<file path="src/pel_xform_pkg.sv">
// shared constants, register map and carrier types for the pel transform unit
// What this block does
// - trapezium extra x from source x register
// - arc radius and stop from dedicated registers
// - short increment flag selects packed short dimensions, except for access commands
// - access commands address viewport via source pointer
// - dimensions coded sign plus 11-bit magnitude; short ones 7-bit, cell width unsigned
// - destination mask enable protects clear-mask pels
// - source mask enable makes clear-mask pels transparent in polychrome
// - source mask disabled maps colour regardless
// - two 8-bit colours in own registers
// - bank parity picks colour nibble
// - colour code: first, second, keep, complement
// - mask code: clear, set, keep, complement
// - colour then mask, independently per pel
// - bichrome: separate foreground and background transforms
// - polychrome activity, window clip, destination mask
// - dot pen monochrome, cell pen bi/polychrome
// - object pen forces source mask, texture gate
// - scale 1..16 only for print and cell pen
// - scale before mapping, direction from height signs
// - negative cell height mirrors vertically
package pel_xform_pkg;
	localparam int REG_W = 16;
	localparam int NUM_REGS = 26;
	localparam int IDX_W = 5;
	// register indices; byte address is four times the index
	localparam logic [4:0] IDX_DRAWING_MODE = 5'h00;
	localparam logic [4:0] IDX_FIRST_COLOR = 5'h01;
	localparam logic [4:0] IDX_SECOND_COLOR = 5'h02;
	localparam logic [4:0] IDX_LINE_TEXTURE = 5'h03;
	localparam logic [4:0] IDX_COMMAND_CTRL = 5'h0b;
	localparam logic [4:0] IDX_SHORT_DIMS = 5'h0d;
	localparam logic [4:0] IDX_DEST_X = 5'h0e;
	localparam logic [4:0] IDX_DEST_Y = 5'h0f;
	localparam logic [4:0] IDX_DEST_WIDTH = 5'h10;
	localparam logic [4:0] IDX_DEST_HEIGHT = 5'h11;
	localparam logic [4:0] IDX_ARC_RADIUS = 5'h12;
	localparam logic [4:0] IDX_ARC_STOP = 5'h13;
	localparam logic [4:0] IDX_SOURCE_Y = 5'h14;
	localparam logic [4:0] IDX_SOURCE_X = 5'h15;
	localparam logic [4:0] IDX_CELL_HEIGHT = 5'h16;
	localparam logic [4:0] IDX_CELL_WIDTH = 5'h17;
	localparam logic [4:0] IDX_SCALE = 5'h18;
	localparam logic [4:0] IDX_STATUS = 5'h19;
	localparam logic [15:0] RESET_VALUE = 16'h0000;
	localparam logic [15:0] SCALE_RESET = 16'h0000;
	// drawing mode field positions
	localparam int FG_COLOR_LSB = 0;
	localparam int FG_MASK_LSB = 2;
	localparam int BG_COLOR_LSB = 4;
	localparam int BG_MASK_LSB = 6;
	localparam int MODE_LSB = 8;
	localparam int DME_BIT = 10;
	localparam int SME_BIT = 11;
	localparam int SHORT_BIT = 12;
	// command control field positions
	localparam int CLASS_LSB = 0;
	localparam int PEN_LSB = 2;
	localparam int TRAP_BIT = 4;
	localparam int SIGN_BIT = 11;
	localparam int MAG_W = 11;
	localparam int SHORT_MAG_W = 7;
	localparam int WORD_PELS = 8;
	localparam int ADDR_W = 24;
	typedef enum logic [1:0] {CC_FIRST = 2'b00, CC_SECOND = 2'b01, CC_KEEP = 2'b10,
		CC_INVERT = 2'b11} color_code_type;
	typedef enum logic [1:0] {MC_CLEAR = 2'b00, MC_SET = 2'b01, MC_KEEP = 2'b10,
		MC_INVERT = 2'b11} mask_code_type;
	typedef enum logic [1:0] {DM_MONO = 2'b00, DM_BICHROME = 2'b01, DM_POLY = 2'b10,
		DM_RSVD = 2'b11} draw_mode_type;
	typedef enum logic [1:0] {CL_LINEAR = 2'b00, CL_AREA = 2'b01, CL_PRINT = 2'b10,
		CL_ACCESS = 2'b11} cmd_class_type;
	typedef enum logic [1:0] {PEN_DOT = 2'b00, PEN_CHAR = 2'b01, PEN_OBJECT = 2'b10,
		PEN_RSVD = 2'b11} pen_type;
	typedef struct packed {
		logic neg;
		logic [10:0] mag;
	} smag_type;
	// one pel from the geometry generators
	typedef struct packed {
		logic [23:0] word_addr;
		logic [2:0] lane;
		logic [1:0] bank;
		logic in_window;
		logic foreground;
		logic [3:0] src_color;
		logic src_mask;
		logic new_coord;
	} pel_req_type;
	// display memory word: eight short pels plus their mask bits
	typedef struct packed {
		logic [7:0][3:0] color;
		logic [7:0] mask;
	} mem_word_type;
	// arguments handed to the geometry generators
	typedef struct packed {
		smag_type width;
		smag_type height;
		smag_type cell_h;
		logic [10:0] cell_w;
		logic [15:0] extra_x;
		logic [15:0] radius;
		logic [15:0] stop;
		logic [15:0] view_x;
		logic [15:0] view_y;
		logic [4:0] scale_x;
		logic [4:0] scale_y;
		logic mirror_v;
		logic flip_dest;
	} geom_type;
endpackage

</file>
<file path="src/pel_raster_transform_unit.sv">
// pel transform unit: apb registers, argument routing and per-pel read-modify-write
//
// Implementation choices: the APB slave port and the placing of the registers.
`timescale 1ns/1ps
module pel_raster_transform_unit (
	input wire logic i_mclk,
	input wire logic i_reset_n,
	input wire logic i_psel,
	input wire logic i_penable,
	input wire logic i_pwrite,
	input wire logic [7:0] i_paddr,
	input wire logic [31:0] i_pwdata,
	output logic [31:0] o_prdata,
	output logic o_pready,
	output logic o_pslverr,
	input wire logic i_pel_valid,
	input wire pel_xform_pkg::pel_req_type i_pel,
	output logic o_pel_ready,
	output logic o_mem_rd,
	output logic [23:0] o_mem_addr,
	input wire logic i_mem_rd_valid,
	input wire pel_xform_pkg::mem_word_type i_mem_rdata,
	output logic o_mem_wr,
	output pel_xform_pkg::mem_word_type o_mem_wdata,
	input wire logic i_mem_wr_ready,
	output pel_xform_pkg::geom_type o_geom
);
	import pel_xform_pkg::*;

	typedef enum logic [1:0] {ST_IDLE = 2'b00, ST_FETCH = 2'b01, ST_STORE = 2'b10,
		ST_SPARE = 2'b11} rmw_state_type;

	logic [15:0] regs_ff [NUM_REGS];
	rmw_state_type state_ff, nxt_state;
	pel_req_type pel_ff;
	mem_word_type word_ff, nxt_word;
	logic [23:0] addr_ff;
	logic [15:0] writes_ff;
	logic tex_bit_ff;

	// apb decode; index taken from the word address
	wire logic [4:0] reg_idx = i_paddr[6:2];
	wire logic mapped = (i_paddr[7] == 1'b0) && (reg_idx < 5'(NUM_REGS));
	wire logic acc_phase = i_psel && i_penable;
	wire logic reg_wr = acc_phase && i_pwrite && mapped && (reg_idx != IDX_STATUS);
	wire logic pel_take = i_pel_valid && o_pel_ready;

	// decoded control fields
	wire logic [15:0] mode_reg = regs_ff[IDX_DRAWING_MODE];
	wire logic [15:0] ctrl_reg = regs_ff[IDX_COMMAND_CTRL];
	wire logic [15:0] texture = regs_ff[IDX_LINE_TEXTURE];
	wire draw_mode_type mode = draw_mode_type'(mode_reg[MODE_LSB +: 2]);
	wire cmd_class_type cls = cmd_class_type'(ctrl_reg[CLASS_LSB +: 2]);
	wire pen_type pen = pen_type'(ctrl_reg[PEN_LSB +: 2]);
	wire logic dest_mask_enable = mode_reg[DME_BIT];
	wire logic linear_cmd = (cls == CL_LINEAR);
	wire logic object_pen = linear_cmd && (pen == PEN_OBJECT);
	wire logic cell_pen = linear_cmd && (pen != PEN_DOT);
	// an object pen always runs with the source mask honoured
	wire logic src_mask_enable = mode_reg[SME_BIT] || object_pen;

	// effective drawing mode: a dot pen is forced monochrome, a cell pen follows its cell
	wire draw_mode_type eff_mode = !linear_cmd ? mode :
		(pen == PEN_DOT) ? DM_MONO :
		(pen == PEN_CHAR) ? DM_BICHROME : DM_POLY;

	// apb: zero wait states; unmapped addresses answer an error and read zero
	assign o_pready = 1'b1;
	assign o_pslverr = acc_phase && !mapped;
	assign o_prdata = mapped ? {16'h0000, regs_ff[reg_idx]} : 32'h0000_0000;

	// register file; status is hardware-owned, texture rotates per coordinate
	always_ff @(posedge i_mclk) begin
		if (!i_reset_n) begin
			for (int i = 0; i < NUM_REGS; i++) regs_ff[i] <= RESET_VALUE;
		end else begin
			for (int i = 0; i < NUM_REGS; i++) begin
				if (reg_wr && (reg_idx == 5'(i))) regs_ff[i] <= i_pwdata[15:0];
			end
			// hardware rotation wins a collision with a software write
			if (pel_take && i_pel.new_coord && linear_cmd)
				regs_ff[IDX_LINE_TEXTURE] <= {texture[0], texture[15:1]};
			regs_ff[IDX_STATUS] <= {writes_ff[13:0], (state_ff != ST_IDLE), o_pel_ready};
		end
	end

	// sign-magnitude decode of the standard and short dimensions
	wire smag_type std_w = smag_type'(regs_ff[IDX_DEST_WIDTH][SIGN_BIT:0]);
	wire smag_type std_h = smag_type'(regs_ff[IDX_DEST_HEIGHT][SIGN_BIT:0]);
	wire logic [15:0] short_r = regs_ff[IDX_SHORT_DIMS];
	wire smag_type short_w = '{neg: short_r[7], mag: 11'(short_r[SHORT_MAG_W-1:0])};
	wire smag_type short_h = '{neg: short_r[15], mag: 11'(short_r[14:8])};
	wire logic use_short = mode_reg[SHORT_BIT] && (cls != CL_ACCESS);

	// scale factors stored as value minus one; unscaled commands see one
	wire logic scaled = (cls == CL_PRINT) || cell_pen;
	wire logic [4:0] sx_raw = 5'(regs_ff[IDX_SCALE][3:0]) + 5'h01;
	wire logic [4:0] sy_raw = 5'(regs_ff[IDX_SCALE][7:4]) + 5'h01;

	// arguments routed to the geometry generators
	assign o_geom.width = use_short ? short_w : std_w;
	assign o_geom.height = use_short ? short_h : std_h;
	assign o_geom.cell_h = smag_type'(regs_ff[IDX_CELL_HEIGHT][SIGN_BIT:0]);
	// cell width carries no sign bit at all
	assign o_geom.cell_w = regs_ff[IDX_CELL_WIDTH][MAG_W-1:0];
	assign o_geom.extra_x = ctrl_reg[TRAP_BIT] ? regs_ff[IDX_SOURCE_X] : 16'h0000;
	assign o_geom.radius = regs_ff[IDX_ARC_RADIUS];
	assign o_geom.stop = regs_ff[IDX_ARC_STOP];
	// access viewport comes from the source pointer, never the data buffer regs
	assign o_geom.view_x = (cls == CL_ACCESS) ? regs_ff[IDX_SOURCE_X] : regs_ff[IDX_DEST_X];
	assign o_geom.view_y = (cls == CL_ACCESS) ? regs_ff[IDX_SOURCE_Y] : regs_ff[IDX_DEST_Y];
	assign o_geom.scale_x = scaled ? sx_raw : 5'h01;
	assign o_geom.scale_y = scaled ? sy_raw : 5'h01;
	// a negative cell height flips the cell rows; a cell pen ignores the line signs
	assign o_geom.mirror_v = o_geom.cell_h.neg;
	assign o_geom.flip_dest = !cell_pen && o_geom.height.neg;

	// per-pel activity, computed on the fetched word
	wire logic [2:0] lane = pel_ff.lane;
	wire logic old_mask = i_mem_rdata.mask[lane];
	wire logic [3:0] old_color = i_mem_rdata.color[lane];
	wire logic dmask_ok = !dest_mask_enable || old_mask;
	wire logic smask_ok = !src_mask_enable || pel_ff.src_mask;
	// the gate is the bit rotated out at the coordinate, not the new low bit
	wire logic tex_ok = !linear_cmd || tex_bit_ff;
	wire logic poly = (eff_mode == DM_POLY);
	wire logic active = pel_ff.in_window && dmask_ok && tex_ok && (!poly || smask_ok);

	// bichrome picks foreground or background codes; mono/poly use the foreground pair
	wire logic use_bg = (eff_mode == DM_BICHROME) && !pel_ff.foreground;
	wire color_code_type ccode = color_code_type'(use_bg ? mode_reg[BG_COLOR_LSB +: 2] :
		mode_reg[FG_COLOR_LSB +: 2]);
	wire mask_code_type mcode = mask_code_type'(use_bg ? mode_reg[BG_MASK_LSB +: 2] :
		mode_reg[FG_MASK_LSB +: 2]);

	// bank parity selects the colour nibble
	wire logic [7:0] c_first = regs_ff[IDX_FIRST_COLOR][7:0];
	wire logic [7:0] c_second = regs_ff[IDX_SECOND_COLOR][7:0];
	wire logic [3:0] nib_first = pel_ff.bank[0] ? c_first[7:4] : c_first[3:0];
	wire logic [3:0] nib_second = pel_ff.bank[0] ? c_second[7:4] : c_second[3:0];

	// colour transform first; the mask transform never looks at the new colour
	logic [3:0] new_color;
	logic new_mask;
	always_comb begin
		if (poly) begin
			new_color = pel_ff.src_color;
		end else begin
			case (ccode)
				CC_FIRST: new_color = nib_first;
				CC_SECOND: new_color = nib_second;
				CC_KEEP: new_color = old_color;
				CC_INVERT: new_color = ~old_color;
				default: new_color = old_color;
			endcase
		end
		case (mcode)
			MC_CLEAR: new_mask = 1'b0;
			MC_SET: new_mask = 1'b1;
			MC_KEEP: new_mask = old_mask;
			MC_INVERT: new_mask = ~old_mask;
			default: new_mask = old_mask;
		endcase
	end

	// merge into the fetched word so neighbouring pels keep their values
	always_comb begin
		nxt_word = i_mem_rdata;
		nxt_word.color[lane] = new_color;
		nxt_word.mask[lane] = new_mask;
	end

	// rmw sequencer; an inactive pel skips the write to save a memory cycle
	always_comb begin
		nxt_state = state_ff;
		case (state_ff)
			ST_IDLE: begin
				if (pel_take) nxt_state = ST_FETCH;
			end
			ST_FETCH: begin
				if (i_mem_rd_valid) nxt_state = active ? ST_STORE : ST_IDLE;
			end
			ST_STORE: begin
				if (i_mem_wr_ready) nxt_state = ST_IDLE;
			end
			default: nxt_state = ST_IDLE;
		endcase
	end

	always_ff @(posedge i_mclk) begin
		if (!i_reset_n) state_ff <= ST_IDLE;
		else state_ff <= nxt_state;
	end

	// request capture and merged word
	always_ff @(posedge i_mclk) begin
		if (!i_reset_n) begin
			pel_ff <= '0;
			addr_ff <= '0;
			word_ff <= '0;
			tex_bit_ff <= 1'b0;
		end else begin
			if (pel_take) pel_ff <= i_pel;
			// held for every pel of one coordinate so a cell pen is gated as a whole
			if (pel_take && i_pel.new_coord) tex_bit_ff <= texture[0];
			if (pel_take) addr_ff <= i_pel.word_addr;
			if ((state_ff == ST_FETCH) && i_mem_rd_valid) word_ff <= nxt_word;
		end
	end

	// count of completed writes, shown in status
	always_ff @(posedge i_mclk) begin
		if (!i_reset_n) writes_ff <= '0;
		else if ((state_ff == ST_STORE) && i_mem_wr_ready) writes_ff <= writes_ff + 16'h0001;
	end

	// handshakes are combinational from state; data from flops
	assign o_pel_ready = (state_ff == ST_IDLE);
	assign o_mem_rd = (state_ff == ST_FETCH);
	assign o_mem_wr = (state_ff == ST_STORE);
	assign o_mem_addr = addr_ff;
	assign o_mem_wdata = word_ff;
endmodule // pel_raster_transform_unit

</file>
<file path="config.mk">
export PLATFORM = sky130hd
export DESIGN_NAME = pel_raster_transform_unit
export DESIGN_NICKNAME = d
export VERILOG_FILES = /design/src/pel_xform_pkg.sv /design/src/pel_raster_transform_unit.sv
export SDC_FILE = /design/constraint.sdc
export NUM_CORES = 1
export LEC_CHECK = 0
export BUFFER_PORTS_ARGS = -buffer_cell sky130_fd_sc_hd__buf_2
export CELL_PAD_IN_SITES_DETAIL_PLACEMENT = 1
export CELL_PAD_IN_SITES_GLOBAL_PLACEMENT = 1
export CORE_ASPECT_RATIO = 0.6
export CORE_MARGIN = 2
export CORE_UTILIZATION = 49
export CTS_CLUSTER_SIZE = 24
export DETAILED_ROUTE_END_ITERATION = 10
export MAX_ROUTING_LAYER = met4
export PLACE_DENSITY = 0.92
export SLEW_MARGIN = 20
export SYNTH_ARGS = -nofsm -noshare
export SYNTH_HDL_FRONTEND = slang
export SYNTH_SLANG_ARGS = --single-unit
</file>
<file path="constraint.sdc">
create_clock -name i_mclk -period 9.3 [get_ports i_mclk]
set_input_delay 1.395 -clock i_mclk [delete_from_list [all_inputs] [get_ports i_mclk]]
set_output_delay 1.395 -clock i_mclk [all_outputs]
set_load 0.05 [all_outputs]
</file>
# Yosys cells after proc, flatten, opt, wreduce, memory -nomap -nowiden
# Memories as Yosys holds them, arrays and structs flattened.
# Cells that the tools add are included.
dict set report totals {
  in_bits 125
  register_bits 94
  ramBits 416
  memories 1
  out_inout_bits 240
}
dict set report classes {
  n_lt_le_gt_ge 3
  reduce_logical 68
  n_mux 144
  bitwise_logic 31
  eq_ne 44
  n_addsub 3
}
# memory words word_bits read_ports rd_clocked_by_memory_dff write_ports line_no
set memory_table {}
lappend memory_table {regs_ff 26 16 18 0 26 pel_raster_transform_unit.sv:33} ;# logic [15:0] regs_ff [NUM_REGS];
# cell n
set op_table {}
lappend op_table {{2-to-1 mux 16 bit} 32}
lappend op_table {{2-to-1 mux 1 bit} 85}
lappend op_table {{== test 5 bit, second input constant} 10}
lappend op_table {{logical AND 1 bit} 46}
lappend op_table {{== test 5 x 4 -> 1 bit, second input constant} 8}
lappend op_table {{bitwise mux 32 bit} 1}
lappend op_table {{bitwise OR 1 bit} 28}
lappend op_table {{2-to-1 mux 12 bit} 2}
lappend op_table {{== test 5 x 3 -> 1 bit, second input constant} 4}
lappend op_table {{2-to-1 mux 4 bit} 5}
lappend op_table {{== test 2 bit, second input constant} 9}
lappend op_table {{2-to-1 mux 2 bit} 9}
lappend op_table {{adder 16 x 1 -> 16 bit, second input constant} 1}
lappend op_table {{one-hot mux 4 bit (4 select lines)} 1}
lappend op_table {{binary-select mux 4 bit (select 3 bit)} 1}
lappend op_table {{demux 4 bit (select 3 bit)} 1}
lappend op_table {{adder 4 x 1 -> 5 bit, second input constant} 2}
lappend op_table {{== test 2 x 1 -> 1 bit, second input constant} 5}
lappend op_table {{== test 5 x 2 -> 1 bit, second input constant} 2}
lappend op_table {{logical NOT 2 bit} 5}
lappend op_table {{2-to-1 mux 5 bit} 2}
lappend op_table {{bitwise mux 8 bit} 1}
lappend op_table {{logical NOT 1 bit} 7}
lappend op_table {{logical OR 1 bit} 6}
lappend op_table {{other kinds (16)} 20}

# Longest topological paths before layout
# An unclocked memory read counts as a cell.
dict set report depth {
  depth_word 12
  ltp_mapped 11
  mapped_depth_nobuf 7
}

# Worst setup path after synthesis
# No wires, ideal clock.
dict set report synth_timing {
  path_kind {input-to-output}
  startpoint {in i_paddr[3]}
  endpoint {out o_prdata[7]}
  path_slack_ns 4.219
  n_path_buf 4
  path_stages 9
  arrival_time_ns 3.686
  cell_sequence {buf_2 -> clkbuf_1 -> buf_1 -> clkbuf_1 -> mux4_2 -> a211oi_1 -> a21oi_1 -> mux2i_1 -> nor2_1}
}
dict set report synth_via {
  elab_chain_cells 3
  word_cells_on_any_way 4
  classes_between {1 x order compare; 1 x mux; 1 x reduce/logical; 1 x memory}
}
# item line_no
set synth_lines {}
lappend synth_lines {{from (decl)} pel_raster_transform_unit.sv:11} ;# input wire logic [7:0] i_paddr,
lappend synth_lines {{branches (longest 2 deep; another with memory (26 x 16 bit))} --}
lappend synth_lines {{2-to-1 mux 16 bit *} pel_raster_transform_unit.sv:70} ;# assign o_prdata = mapped ? {16'h0000, regs_ff[reg_idx]} : 32'h0000_0000;
lappend synth_lines {{to (decl)} pel_raster_transform_unit.sv:13} ;# output logic [31:0] o_prdata,
# Mark *: on every way between the ends.

# Worst setup path after layout
dict set report layout_timing {
  startpoint {in i_paddr[2]}
  endpoint {out o_prdata[9]}
}
# The elaborated chain is that of the path after synthesis.

==> run_results.csv <==
group,metric,value,unit
sta,worst_pin_slew,1.161,ns
finish,fin_area,0.02782,mm^2
drt,drtIter0Drc,2557,
finish,drive_gt1_frac,0.2648,
floorplanning,io_pins,365,
worst_setup_path,r2r_setup_slack,5.42,ns
worst_setup_path,reg2reg_from,"regs_ff[11][0]$_SDFFCE_PN0P_",
yosys,synth_flop_cell,"edfxtp_1",
sta,fin_setup_tns,0,ns
place,place_ws,3.143,ns
worst_setup_path,critPathCaptureType,"output port",
floorplanning,start_util,0.4954,
yosys,ys_warn_count,0,
sta,final_max_slew_viol_count,0,
finish,syn_to_final_growth,13.98,%
sta,finalWorstSetupSlack,3.056,ns
floorplanning,die_h,176.9,um
cts,cts_setup_buffers,0,
sta,fin_crit,6.244,ns
worst_hold_path,min_to,"o_mem_addr[12]$_SDFFE_PN0N_",
yosys,synth.distinct_cells,59,
cts,cts_sinks,508,
worst_setup_path,path_max_fanout,63,
worst_setup_path,cp.arrival,4.85,ns
drt,num_vias,19610,
floorplanning,dieArea,0.05167,mm^2
finish,nets,2518,
cts,clk_latency,0.58,ns
global_routing,grt.overflow.total,0,
drt,drt_first_pass_iters,6,
drt,routed_wl,89480,um
sta,rsz0062_at_grt,"no",
cts,htree_levels,2,
finish,mostFrequentLayoutCells,"344 x nand2_1, 325 x buf_2, 308 x and2_1, 288 x edfxtp_1, 220 x dfxtp_1",
cts,clkTransAtPathRegs,0.06,ns
cts,root_buffer,"clkbuf_16",
yosys,ys_ff_latch,508,
floorplanning,placementRows,63,
worst_setup_path,slowest_stage,"a211oi_1",
sta,finalCritPeriodShare,0.6714,
worst_setup_path,cp-start-kind,"input pin",
worst_setup_path,ff2ff_path_depth,7,
power,powerDensity,187.1,mW/mm^2
drt,drc_errors,0,
yosys,synth_edf_count,288,
worst_setup_path,critical_path.cell_chain,"buf_6, buf_4, mux4_2, nor2b_1, a211oi_1, a21oi_1, mux2i_1, nor2_1, buf_2",
sta,hold_ws,0.4533,ns
finish,multiInputGateArea,0.01051,mm^2
worst_setup_path,r2r-end,"o_mem_wdata[33]$_SDFFE_PN0P_",
drt,wl_per_cell,29.06,um
yosys,synthArstFlopShare,0,
sta,setup_viol,0,
place,port_buffers,328,
floorplanning,die_x,292.1,um
place,dpl_cell_area,0.02623,mm^2
global_routing,grt_max_degree,117,
finish,nFillCells,5227,
global_routing,grt_pass1_vias,19660,
drt,vias_per_cell,6.368,
worst_setup_path,cp.required,7.91,ns
floorplanning,coreArea,0.04927,mm^2
cts,cts_tree,"built",
place,gp_congestion,0.9479,
worst_hold_path,min_from,"o_mem_addr[12]$_SDFFE_PN0N_",
place,place_hpwl,61770,um
yosys,synthCells,2187,
cts,ctsLongestPathBuffers,3,
flow_run,maxCapViolCount,0,
finish,layout_commonest_cell,"nand2_1",
cts,cts_made_buffers,47,
cts,holdBufCountCts,0,
run_status,status,"finished, final reports clean",
global_routing,track_usage,0.3494,
worst_setup_path,critPathMaxStageDelay,0.79,ns
yosys,syn_area,0.02441,mm^2
drt,ant_nets,0,
finish,seq_area,0.01305,mm^2
global_routing,grt_pass1_wl,129700,um
worst_hold_path,worstHoldPathCells,2,
worst_setup_path,critical_path_class,"in -> out",
sta,maxSlewHeadroom,0.2216,
power,max-vdd-ir-drop,135.1,uV
yosys,avgSynthCellArea,11.16,um^2
sta,hold_violations,0,
global_routing,antenna_found_initial,1,
power,power.leakage,10.51,nW
yosys,seq_area_frac_synth,0.5348,
sta,clock_skew,0.01085,ns
sta,fmax,160.2,MHz
cts,cts-resized-gates,0,
worst_hold_path,hp-class,"reg -> reg",
-- synth_stat cells (all sizes together), types with 17 or more instances --
cell / instances / area share
mux2: 60 / 0.028
a211oi: 18 / 0.0055
mux2i: 45 / 0.019
dfxtp: 220 / 0.18
a22o: 20 / 0.0072
nor2b: 35 / 0.0090
nand3: 41 / 0.0084
a21oi: 68 / 0.014
buf: 83 / 0.021
nand2: 345 / 0.053
edfxtp: 288 / 0.35
o211ai: 17 / 0.0052
o21ai: 148 / 0.030
clkbuf: 137 / 0.021
mux4: 112 / 0.10
and2: 309 / 0.079
nor2: 94 / 0.014
-- registers in the layout (all words and copies together), names as in the netlist --
name	flops
regs_ff	416
o_mem_wdata	40
o_mem_addr	24
writes_ff	14
pel_ff	8
lane	3
state_ff	2
tex_bit_ff	1
-- where the power goes --
group / internal [mW] / switching, mW
sequential: 2.45 / 0.0576
clock: 1.10 / 0.895
combinational: 0.199 / 0.500
total: 3.75 / 1.45
-- metrics by stage --
step	power [mW]	instances	utilization
floorplan	2.987	2202	-
global placement	3.205	2991	0.5322
detailed placement	3.237	2991	0.5323
CTS	5.189	3078	0.5633
global route	5.310	3078	0.5647
finish	5.206	3079	0.5647
-- worst max-delay path, delay by kind of cell --
| kind | cells | cell delay (ns) |
|---|---|---|
| simple gates | 2 | 0.22 |
| buf+inv | 3 | 1.37 |
| mux | 2 | 0.88 |
| compound gates | 2 | 0.90 |
-- logic make-up (layout without fill, tap and decap cells) --
logic type               Yosys count  in the layout  synth area share
AO/OA/AOI/OAI                    342            342           0.08745
XOR/XNOR                          18             18          0.006459
adder cells (fa/ha/maj)            3              3          0.001538
buffers and inverters            226            452           0.04255
flip-flops                       508            508            0.5348
multiplexers                     217            217            0.1496
other                              2             18         0.0003077
AND/OR/NAND/NOR                  871            871            0.1773
-- metal layers --
metal,part of all wire,track usage,wire length [um],vias to the layer above
met1,0.38,0.4509,34430,9887
met5,0,-,0,-
met4,0.048,0.1430,4275,0
met2,0.47,0.5556,41780,1323
li1,-,-,-,8135
met3,0.10,0.05575,8988,261
-- worst max-delay path by stage --
stage	cells past startpoint	endpoint	startpoint
6_report	9	o_prdata[9]	i_paddr[2]
3_5_place_dp	9	o_prdata[9]	i_paddr[2]
3_3_place_gp	9	o_prdata[9]	i_paddr[2]
5_1_grt	9	o_prdata[9]	i_paddr[2]
4_1_cts	8	o_prdata[0]	i_paddr[2]
2_1_floorplan	9	o_prdata[7]	i_paddr[3]
-- cell type report --
type / count / share of cell area
clock inverters: 20 / 0.006026
well taps: 650 / 0.02923
flip-flops and latches: 508 / 0.4691
diodes: 1 / 0.00008994
multi-input cells: 1468 / 0.3778
repair buffers: 359 / 0.06804
clock buffers: 67 / 0.04884
inverters: 6 / 0.0008095
(Power assumes the default switching activity.)
